[config.mk]
export PLATFORM = sky130hd
export DESIGN_NAME = ncl_top
export DESIGN_NICKNAME = d
export VERILOG_FILES = /design/src/design/ncl_top.v /design/src/design/ncl_fifo.v
export VERILOG_INCLUDE_DIRS = /design/src /design/src/design
export SDC_FILE = /design/constraint.sdc
export NUM_CORES = 2
export LEC_CHECK = 0
export ABC_AREA = 0
export BUFFER_PORTS_ARGS = -buffer_cell sky130_fd_sc_hd__buf_2
export CAP_MARGIN = 20
export CORE_MARGIN = 3
export CORE_UTILIZATION = 35
export CTS_CLUSTER_DIAMETER = 200
export DETAILED_ROUTE_END_ITERATION = 10
export PLACE_DENSITY = 0.53
export REMOVE_ABC_BUFFERS = 1
export SYNTH_ARGS = -nofsm -noshare
export SYNTH_HDL_FRONTEND = slang
export SYNTH_SLANG_ARGS = --single-unit
[constraint.sdc]
create_clock -name mclk_i -period 38.9 [get_ports mclk_i]
set_input_delay 0 -clock mclk_i [delete_from_list [all_inputs] [get_ports mclk_i]]
set_output_delay 0 -clock mclk_i [all_outputs]
set_load 0.03 [all_outputs]
[src/design/ncl_regs.vh]
// Constants for the NCO control load port
`ifndef NCL_REGS_VH
`define NCL_REGS_VH
// Overview of operation
// - Control words arrive on a 16-bit bus whose bit 15 is the most significant bit.
// - A write strobe with unit select low stores the control word in the register named by the destination select.
// - All other registers change only on a rising main clock edge and only when their own enable is active; enable copies,
//   the strobe copy, load_q, out_valid_o and reg_rdata_o load on every edge.
// - The phase load enable is registered; while the registered copy is low the phase register loads.
// - The offset frequency enable is registered; while the registered copy is low the offset register loads.
// - The center frequency enable is registered; while the registered copy is low the center register loads.
// - The accumulator enable is registered; the phase accumulator advances only while it is low.
// - The time interval enable is registered; the time accumulator takes data only while it is low.
// - The input sample enable is registered; real and imaginary input registers load together.
// - Phase is carried at 32 bits and wraps modulo two to the thirty-second; the angle, taken from the top 16 bits, wraps modulo two to the sixteenth.
// - The input vector is multiplied by cosine and sine, optionally accumulated, giving two 20-bit results.
`define NCL_CW_W        16
`define NCL_PH_W        32
`define NCL_IN_W        19
`define NCL_OUT_W       20
`define NCL_TRIG_W      16
// Destination select codes
`define NCL_DST_PH_LO   2'h0
`define NCL_DST_PH_HI   2'h1
`define NCL_DST_FQ_LO   2'h2
`define NCL_DST_FQ_HI   2'h3
// Port register addresses
`define NCL_ADDR_W      4
`define NCL_A_CTRL      4'h0
`define NCL_A_CW_LO     4'h1
`define NCL_A_CW_HI     4'h2
`define NCL_A_PACC_LO   4'h3
`define NCL_A_PACC_HI   4'h4
`define NCL_A_REAL_LO   4'h5
`define NCL_A_REAL_HI   4'h6
`define NCL_A_IMAG_LO   4'h7
`define NCL_A_IMAG_HI   4'h8
`define NCL_A_STAT      4'h9
`define NCL_A_TIME_LO   4'hA
`define NCL_A_TIME_HI   4'hB
// Control register fields
`define NCL_CTRL_ACC    0
`define NCL_CTRL_RST    16'h0000
`define NCL_FIFO_DEPTH  8
`define NCL_FIFO_AW     3
`endif

[src/design/ncl_top.v]
// NCO control load port with phase path, input sample path and multiplier
`timescale 1ns/100ps
`include "ncl_regs.vh"
module ncl_top (
    input  wire                    mclk_i,
    input  wire                    nrst_i,
    input  wire [`NCL_CW_W-1:0]    control_word_bus_i,
    input  wire [1:0]              destination_select_i,
    input  wire                    unit_sel_n_i,
    input  wire                    write_strobe_n_i,
    input  wire                    phase_reg_load_en_n_i,
    input  wire                    offset_freq_load_en_n_i,
    input  wire                    center_freq_load_en_n_i,
    input  wire                    phase_acc_advance_en_n_i,
    input  wire                    time_interval_load_en_n_i,
    input  wire                    input_sample_load_en_n_i,
    input  wire [`NCL_IN_W-1:0]    real_in_i,
    input  wire [`NCL_IN_W-1:0]    imag_in_i,
    input  wire                    sample_valid_i,
    output wire                    sample_ready_o,
    input  wire [`NCL_ADDR_W-1:0]  reg_addr_i,
    input  wire [`NCL_CW_W-1:0]    reg_wdata_i,
    input  wire                    reg_wr_i,
    input  wire                    reg_rd_i,
    output reg  [`NCL_CW_W-1:0]    reg_rdata_o,
    output reg  [`NCL_OUT_W-1:0]   real_out_o,
    output reg  [`NCL_OUT_W-1:0]   imag_out_o,
    output reg                     out_valid_o
);
    // ----------------------------------------------------------------
    // Helpers
    // ----------------------------------------------------------------
    // Coarse triangle approximation of cosine over a 16-bit angle
    function [`NCL_TRIG_W-1:0] tri_cos;
        input [`NCL_TRIG_W-1:0] ang;
        reg   [`NCL_TRIG_W-1:0] fold;
        begin
            fold    = ang[15] ? ~ang : ang;
            tri_cos = {fold[14:0], 1'b0} ^ 16'h8000;
        end
    endfunction

    function [`NCL_OUT_W-1:0] scale_prod;
        input [`NCL_IN_W+`NCL_TRIG_W-1:0] p;
        begin
            scale_prod = p[`NCL_IN_W+`NCL_TRIG_W-2 -: `NCL_OUT_W];
        end
    endfunction

    // Carry dropped on purpose: phase wraps modulo 2^32
    function [`NCL_PH_W-1:0] add_wrap;
        input [`NCL_PH_W-1:0] a;
        input [`NCL_PH_W-1:0] b;
        begin
            add_wrap = a + b;
        end
    endfunction

    // Full-width signed product, scaling happens later
    function signed [`NCL_IN_W+`NCL_TRIG_W-1:0] smul;
        input signed [`NCL_IN_W-1:0]   s;
        input signed [`NCL_TRIG_W-1:0] t;
        begin
            smul = s * t;
        end
    endfunction

    // Top bits of a 19-bit input register, zero padded
    function [`NCL_CW_W-1:0] upper_lane;
        input [`NCL_IN_W-1:0] v;
        begin
            upper_lane = {13'h0, v[18:16]};
        end
    endfunction

    // ----------------------------------------------------------------
    // Strobe-written control registers
    // ----------------------------------------------------------------
    // Control words load on the rising edge of the strobe itself.
    // Without a second clock domain this is detected by sampling the
    // strobe on the main clock, so the strobe must stay low a cycle.
    reg                       wr_n_q;
    reg  [`NCL_PH_W-1:0]      phase_cw_q;
    reg  [`NCL_PH_W-1:0]      freq_cw_q;
    wire                      wr_rise;

    assign wr_rise = write_strobe_n_i & ~wr_n_q & ~unit_sel_n_i;

    always @(posedge mclk_i or negedge nrst_i) begin
        if (!nrst_i) begin
            wr_n_q     <= 1'b1;
            phase_cw_q <= 32'h00000000;
            freq_cw_q  <= 32'h00000000;
        end else begin
            wr_n_q <= write_strobe_n_i;
            if (wr_rise) begin
                case (destination_select_i)
                    `NCL_DST_PH_LO: phase_cw_q[15:0]  <= control_word_bus_i;
                    `NCL_DST_PH_HI: phase_cw_q[31:16] <= control_word_bus_i;
                    `NCL_DST_FQ_LO: freq_cw_q[15:0]   <= control_word_bus_i;
                    `NCL_DST_FQ_HI: freq_cw_q[31:16]  <= control_word_bus_i;
                    default:        freq_cw_q         <= freq_cw_q;
                endcase
            end
        end
    end

    // ----------------------------------------------------------------
    // Registered enables
    // ----------------------------------------------------------------
    reg en_ph_n_q;
    reg en_of_n_q;
    reg en_cf_n_q;
    reg en_pa_n_q;
    reg en_ti_n_q;
    reg en_in_n_q;

    always @(posedge mclk_i or negedge nrst_i) begin
        if (!nrst_i) begin
            en_ph_n_q <= 1'b1;
            en_of_n_q <= 1'b1;
            en_cf_n_q <= 1'b1;
            en_pa_n_q <= 1'b1;
            en_ti_n_q <= 1'b1;
            en_in_n_q <= 1'b1;
        end else begin
            en_ph_n_q <= phase_reg_load_en_n_i;
            en_of_n_q <= offset_freq_load_en_n_i;
            en_cf_n_q <= center_freq_load_en_n_i;
            en_pa_n_q <= phase_acc_advance_en_n_i;
            en_ti_n_q <= time_interval_load_en_n_i;
            en_in_n_q <= input_sample_load_en_n_i;
        end
    end

    // ----------------------------------------------------------------
    // Phase and frequency path
    // ----------------------------------------------------------------
    reg  [`NCL_PH_W-1:0]  phase_q;
    reg  [`NCL_PH_W-1:0]  offset_q;
    reg  [`NCL_PH_W-1:0]  center_q;
    reg  [`NCL_PH_W-1:0]  pacc_q;
    reg  [`NCL_PH_W-1:0]  time_q;
    wire [`NCL_PH_W-1:0]  freq_sum;
    wire [`NCL_TRIG_W-1:0] angle;

    // Sums drop their carry: modulo 2^32 for the frequency, 2^16 for the angle
    assign freq_sum = add_wrap(center_q, offset_q);
    assign angle    = pacc_q[31:16] + phase_q[31:16];

    always @(posedge mclk_i or negedge nrst_i) begin
        if (!nrst_i) begin
            phase_q  <= 32'h00000000;
            offset_q <= 32'h00000000;
            center_q <= 32'h00000000;
            pacc_q   <= 32'h00000000;
            time_q   <= 32'h00000000;
        end else begin
            // Each loads a cycle after its enable pin was seen low
            if (!en_ph_n_q) begin
                phase_q <= phase_cw_q;
            end
            if (!en_of_n_q) begin
                offset_q <= freq_cw_q;
            end
            if (!en_cf_n_q) begin
                center_q <= freq_cw_q;
            end
            if (!en_pa_n_q) begin
                pacc_q <= add_wrap(pacc_q, freq_sum);
            end
            if (!en_ti_n_q) begin
                time_q <= add_wrap(time_q, freq_cw_q);
            end
        end
    end

    // ----------------------------------------------------------------
    // Input sample path through FIFO
    // ----------------------------------------------------------------
    wire [2*`NCL_IN_W-1:0] fifo_dout;
    wire                   fifo_valid;
    wire                   take;
    reg  [`NCL_IN_W-1:0]   real_input_reg_q;
    reg  [`NCL_IN_W-1:0]   imag_input_reg_q;

    // Samples wait in the FIFO until the registered enable lets them in
    assign take = fifo_valid & ~en_in_n_q;

    ncl_fifo #(
        .WIDTH (2*`NCL_IN_W),
        .DEPTH (`NCL_FIFO_DEPTH),
        .AW    (`NCL_FIFO_AW)
    ) u_fifo (
        .mclk_i      (mclk_i),
        .nrst_i      (nrst_i),
        .in_data_i   ({real_in_i, imag_in_i}),
        .in_valid_i  (sample_valid_i),
        .in_ready_o  (sample_ready_o),
        .out_data_o  (fifo_dout),
        .out_valid_o (fifo_valid),
        .out_ready_i (~en_in_n_q)
    );

    reg load_q;

    always @(posedge mclk_i or negedge nrst_i) begin
        if (!nrst_i) begin
            real_input_reg_q <= 19'h00000;
            imag_input_reg_q <= 19'h00000;
            load_q           <= 1'b0;
        end else begin
            load_q <= take;
            if (take) begin
                real_input_reg_q <= fifo_dout[2*`NCL_IN_W-1:`NCL_IN_W];
                imag_input_reg_q <= fifo_dout[`NCL_IN_W-1:0];
            end
        end
    end

    // ----------------------------------------------------------------
    // Complex multiply and accumulate
    // ----------------------------------------------------------------
    reg                       acc_mode_q;
    wire signed [15:0]        cosv;
    wire signed [15:0]        sinv;
    wire signed [34:0]        rr;
    wire signed [34:0]        ii;
    wire signed [34:0]        ri;
    wire signed [34:0]        ir;
    wire [`NCL_OUT_W-1:0]     re_p;
    wire [`NCL_OUT_W-1:0]     im_p;

    assign cosv = tri_cos(angle);
    assign sinv = tri_cos(angle - 16'h4000);
    // Angle holds while the accumulator and phase load enables are off
    assign rr   = smul(real_input_reg_q, cosv);
    assign ii   = smul(imag_input_reg_q, sinv);
    assign ri   = smul(real_input_reg_q, sinv);
    assign ir   = smul(imag_input_reg_q, cosv);
    assign re_p = scale_prod(rr - ii);
    assign im_p = scale_prod(ri + ir);

    always @(posedge mclk_i or negedge nrst_i) begin
        if (!nrst_i) begin
            real_out_o  <= 20'h00000;
            imag_out_o  <= 20'h00000;
            out_valid_o <= 1'b0;
        end else begin
            out_valid_o <= load_q;
            if (load_q) begin
                real_out_o <= acc_mode_q ? real_out_o + re_p : re_p;
                imag_out_o <= acc_mode_q ? imag_out_o + im_p : im_p;
            end
        end
    end

    // ----------------------------------------------------------------
    // Register port
    // ----------------------------------------------------------------
    reg  [`NCL_CW_W-1:0]  rdata_d;
    wire [`NCL_CW_W-1:0]  status_w;

    // Enable copies as last seen, one bit per target
    assign status_w = {10'h0, en_in_n_q, en_ti_n_q, en_pa_n_q,
                       en_cf_n_q, en_of_n_q, en_ph_n_q};

    // Idle cycles return zero so stale data never lingers on the bus
    always @* begin
        rdata_d = 16'h0000;
        if (reg_rd_i) begin
            case (reg_addr_i)
                `NCL_A_CTRL:    rdata_d = {15'h0, acc_mode_q};
                `NCL_A_CW_LO:   rdata_d = freq_cw_q[15:0];
                `NCL_A_CW_HI:   rdata_d = freq_cw_q[31:16];
                `NCL_A_PACC_LO: rdata_d = pacc_q[15:0];
                `NCL_A_PACC_HI: rdata_d = pacc_q[31:16];
                `NCL_A_REAL_LO: rdata_d = real_input_reg_q[15:0];
                `NCL_A_REAL_HI: rdata_d = upper_lane(real_input_reg_q);
                `NCL_A_IMAG_LO: rdata_d = imag_input_reg_q[15:0];
                `NCL_A_IMAG_HI: rdata_d = upper_lane(imag_input_reg_q);
                `NCL_A_STAT:    rdata_d = status_w;
                `NCL_A_TIME_LO: rdata_d = time_q[15:0];
                `NCL_A_TIME_HI: rdata_d = time_q[31:16];
                default:        rdata_d = 16'h0000;
            endcase
        end
    end

    always @(posedge mclk_i or negedge nrst_i) begin
        if (!nrst_i) begin
            acc_mode_q  <= 1'b0;
            reg_rdata_o <= 16'h0000;
        end else begin
            reg_rdata_o <= rdata_d;
            if (reg_wr_i && reg_addr_i == `NCL_A_CTRL) begin
                acc_mode_q <= reg_wdata_i[`NCL_CTRL_ACC];
            end
        end
    end
endmodule

[src/design/ncl_fifo.v]
// Synchronous FIFO with valid/ready on both sides
`timescale 1ns/100ps
module ncl_fifo #(
    parameter WIDTH = 38,
    parameter DEPTH = 8,
    parameter AW    = 3
) (
    input  wire             mclk_i,
    input  wire             nrst_i,
    input  wire [WIDTH-1:0] in_data_i,
    input  wire             in_valid_i,
    output wire             in_ready_o,
    output wire [WIDTH-1:0] out_data_o,
    output wire             out_valid_o,
    input  wire             out_ready_i
);
    reg [WIDTH-1:0] mem [0:DEPTH-1];
    reg [AW-1:0]    wr_q;
    reg [AW-1:0]    rd_q;
    reg [AW:0]      cnt_q;
    wire            push;
    wire            pop;

    assign in_ready_o  = (cnt_q != DEPTH[AW:0]);
    assign out_valid_o = (cnt_q != {(AW+1){1'b0}});
    assign out_data_o  = mem[rd_q];
    assign push        = in_valid_i & in_ready_o;
    assign pop         = out_valid_o & out_ready_i;

    always @(posedge mclk_i) begin
        if (push) begin
            mem[wr_q] <= in_data_i;
        end
    end

    always @(posedge mclk_i or negedge nrst_i) begin
        if (!nrst_i) begin
            wr_q  <= {AW{1'b0}};
            rd_q  <= {AW{1'b0}};
            cnt_q <= {(AW+1){1'b0}};
        end else begin
            // Depth is a power of two, so the pointers wrap by themselves
            if (push) begin
                wr_q <= wr_q + {{(AW-1){1'b0}}, 1'b1};
            end
            if (pop) begin
                rd_q <= rd_q + {{(AW-1){1'b0}}, 1'b1};
            end
            if (push && !pop) begin
                cnt_q <= cnt_q + {{AW{1'b0}}, 1'b1};
            end else if (pop && !push) begin
                cnt_q <= cnt_q - {{AW{1'b0}}, 1'b1};
            end
        end
    end
endmodule

==> results.cfg <==
[global_routing]
grt-ovfl-total = 0
use_met2_pct = 32.0
grt_pass1_wl_um = 309000
grt_max_degree = 174
busiest_layer = met2
grt_use_total_pct = 18.9
antenna_found_initial = 4
met3_usage_pct = 1.99
use_met1_pct = 25.2
grt_pass1_vias = 52100

[detailed_routing]
wire_per_inst_um = 19.7
vias = 49200
drt-vias-per-instance = 4.97
dr.first_iter.drc_count = 2868
drc_errors = 0
wirelength_um = 195000
firstDrtPassIters = 6
ant_nets = 0

[synthesis]
synth_top_flop_cell = edfxtp_1
synth_cells = 7087
yosysSeqAreaShare_pct = 23.2
ys_seq_elements = 610
yosysTopAreaCell = fa_1
synth_enable_flop_cells = 304
yosysUniqueCellTypes = 82
synth.avg_cell_area_sq_um = 10.2
yosys_warnings = 0
synth_area_sq_mm = 0.0724
synth_top_area_share_pct = 30.8
synthTopCellsByArea = fa_1, edfxtp_1, dfrtp_1, ha_1, inv_1
async_flop_share_pct = 50.2

[sta]
period_needed_ns = 15.05
max_slew.worst_pin.slew_ns = 1.04
finalSetupViolCount = 0
rsz0062_at_grt = no
maxSlewViolCount = 0
clock.fmax_mhz = 66.5
skew_ns = 0.0218
slew_headroom_pct = 30.4
finalCritPeriodShare_pct = 38.7
fin_setup_tns_ns = 0
hold_viol = 0

[die]
initial_core_util_pct = 35.3
die_x_um = 461
core_area_sq_mm = 0.205
die_h_um = 461
rows = 166
ioPinCount = 147
dieArea_sq_mm = 0.212

[finish]
nFillCells = 20200
final_nets = 8893
fin_cells = 9899
layout-area-overhead-vs-synth_pct = 9.65
drive_above_1_share_pct = 9.10
final_common_cell = inv_1
mostFrequentLayoutCells = inv_1, fa_1, nand2_1

[cts]
clock_path_buffers = 3
cts_root_buf = clkbuf_16
cts_tree = yes
clock_latency_ns = 0.65
htreeDepth = 3
cts_num_sinks = 610
cts_resized = 0
cts_buffers = 67
cts.clk_slew.worst_paths_ns = 0.06

[placement]
hpwl_um = 145000
io_buffer_count = 131
finalWeightedCongestion = 0.830
dp_cells = 9690

[critical_path]
critPathKind = reg -> reg
max_stage_delay_ns = 0.65
cp_common_cell = fa_1
critPathRequiredTime_ns = 39.45
startpoint_type = flip-flop
path_max_fanout = 25
endpoint_kind = flip-flop
cp_top_family = compound AO/OA/AOI/OAI gates
cp_slowest_cell = o41ai_1
cp_data_arrival_time_ns = 15.60
crit_buf_inv = 7

[status]
status = finished clean

[run]
drv_cap = 0

[worst_hold_path]
hold_class = in -> reg
[routing by layer]
| layer | share of wire, % | vias to the layer above |
|---|---|---|
| li1 | - | 22500 |
| met5 | 0.0067 | - |
| met3 | 4.5 | 220 |
| met1 | 43 | 25500 |
| met4 | 3.5 | 2 |
| met2 | 49 | 1063 |
[synth_stat cells, drive strengths merged, types with 26 or more instances]
cell / instances
xnor2: 221
nand2b: 60
clkbuf: 315
nor3: 36
a31oi: 26
o21bai: 33
edfxtp: 304
mux2i: 63
mux4: 76
nor2b: 40
nand2: 769
a21oi: 264
inv: 1350
dfrtp: 299
a21o: 101
ha: 537
mux2: 133
fa: 1113
o21ai: 153
nand3: 40
xor2: 98
o21a: 37
nor2: 244
a22oi: 36
and2: 480
[worst reg2reg max path: cells and delay by family, from the launching register on]
kind | cells | cell delay [ns]
AOI/OAI and AO/OA | 22 | 5.60
xor gates and xnor gates | 3 | 0.73
adders and majority gates | 11 | 4.84
buffers and inverters | 7 | 1.28
DFF | 1 | 0.49
muxes | 1 | 0.27
and+or+nand+nor | 9 | 1.75
[stage by stage]
| stage | cell area [sq um] | setup slack (ns) | util [%] | hold slack, ns |
|---|---|---|---|---|
| finish | 79300 | 23.85 | 38.7 | 0.104 |
| detailed placement | 76300 | 23.85 | 37.2 | 0.0238 |
| global route | 79300 | 23.08 | 38.7 | 0.111 |
| CTS | 79300 | 23.76 | 38.7 | 0.0233 |
| global placement | 76300 | 23.69 | 37.2 | 0.0208 |
| floorplan | 71100 | 25.09 | - | -0.296 |
[final cells by class]
cell class	count	area (sq um)	area share, %
inverters	1350	5070	6.39
repair buffers	323	2340	2.95
diodes	5	12.5	0.0158
flip-flops and latches	610	16800	21.2
clock inverters	35	337	0.424
well taps	2688	3360	4.24
clock buffers	86	1820	2.29
multi-input cells	4802	49600	62.5
[state kept, by name (all words and copies together) (netlist names), 3 cells and up]
name	cells
real_input_reg_q	19
u_fifo.rd_q	3
phase_cw_q	16
real_out_o	20
time_q	32
freq_cw_q	32
reg_rdata_o	16
u_fifo.wr_q	3
center_q	32
offset_q	32
imag_input_reg_q	19
u_fifo.cnt_q	4
phase_q	16
u_fifo.mem	304
imag_out_o	20
pacc_q	32
[worst paths after layout]
kind | from | endpoint | slack (ns) | cells past startpoint
setup / recovery | pacc_q[16] | imag_out_o[19] | 23.85 | 53
setup reg to reg | pacc_q[16] | imag_out_o[19] | 23.85 | 53
max in group asynchronous | nrst_i | pacc_q[9] | 37.10 | 4
hold reg to reg | center_q[0] | center_q[0] | 0.48 | 2
hold / removal | reg_addr_i[1] | reg_rdata_o[1] | 0.10 | 3
min in group asynchronous | nrst_i | pacc_q[17] | 0.49 | 3
[cells by family (layout without fill, tap and decap cells)]
family                   count (synthesis)  count (layout)  synth area share (%)
buffers and inverters                 1675            1794                  8.70
XOR/XNOR                               321             321                  3.96
flip-flops                             610             610                  23.2
other                                    0               5                     0
multiplexers                           272             272                  5.31
adder cells (fa/ha/maj)               1650            1650                  40.1
AO/OA/AOI/OAI                          812             812                  7.24
AND/OR/NAND/NOR                       1747            1747                  11.5
[what timing repair did]
action	in CTS	in global routing
setup buffers	0	0
hold buffers	82	0
endpoints found under the hold margin	443	0
Power is left out: the tool's default activity adds up to more than one toggle a clock period on the data nets, which glitch-free logic cannot reach.
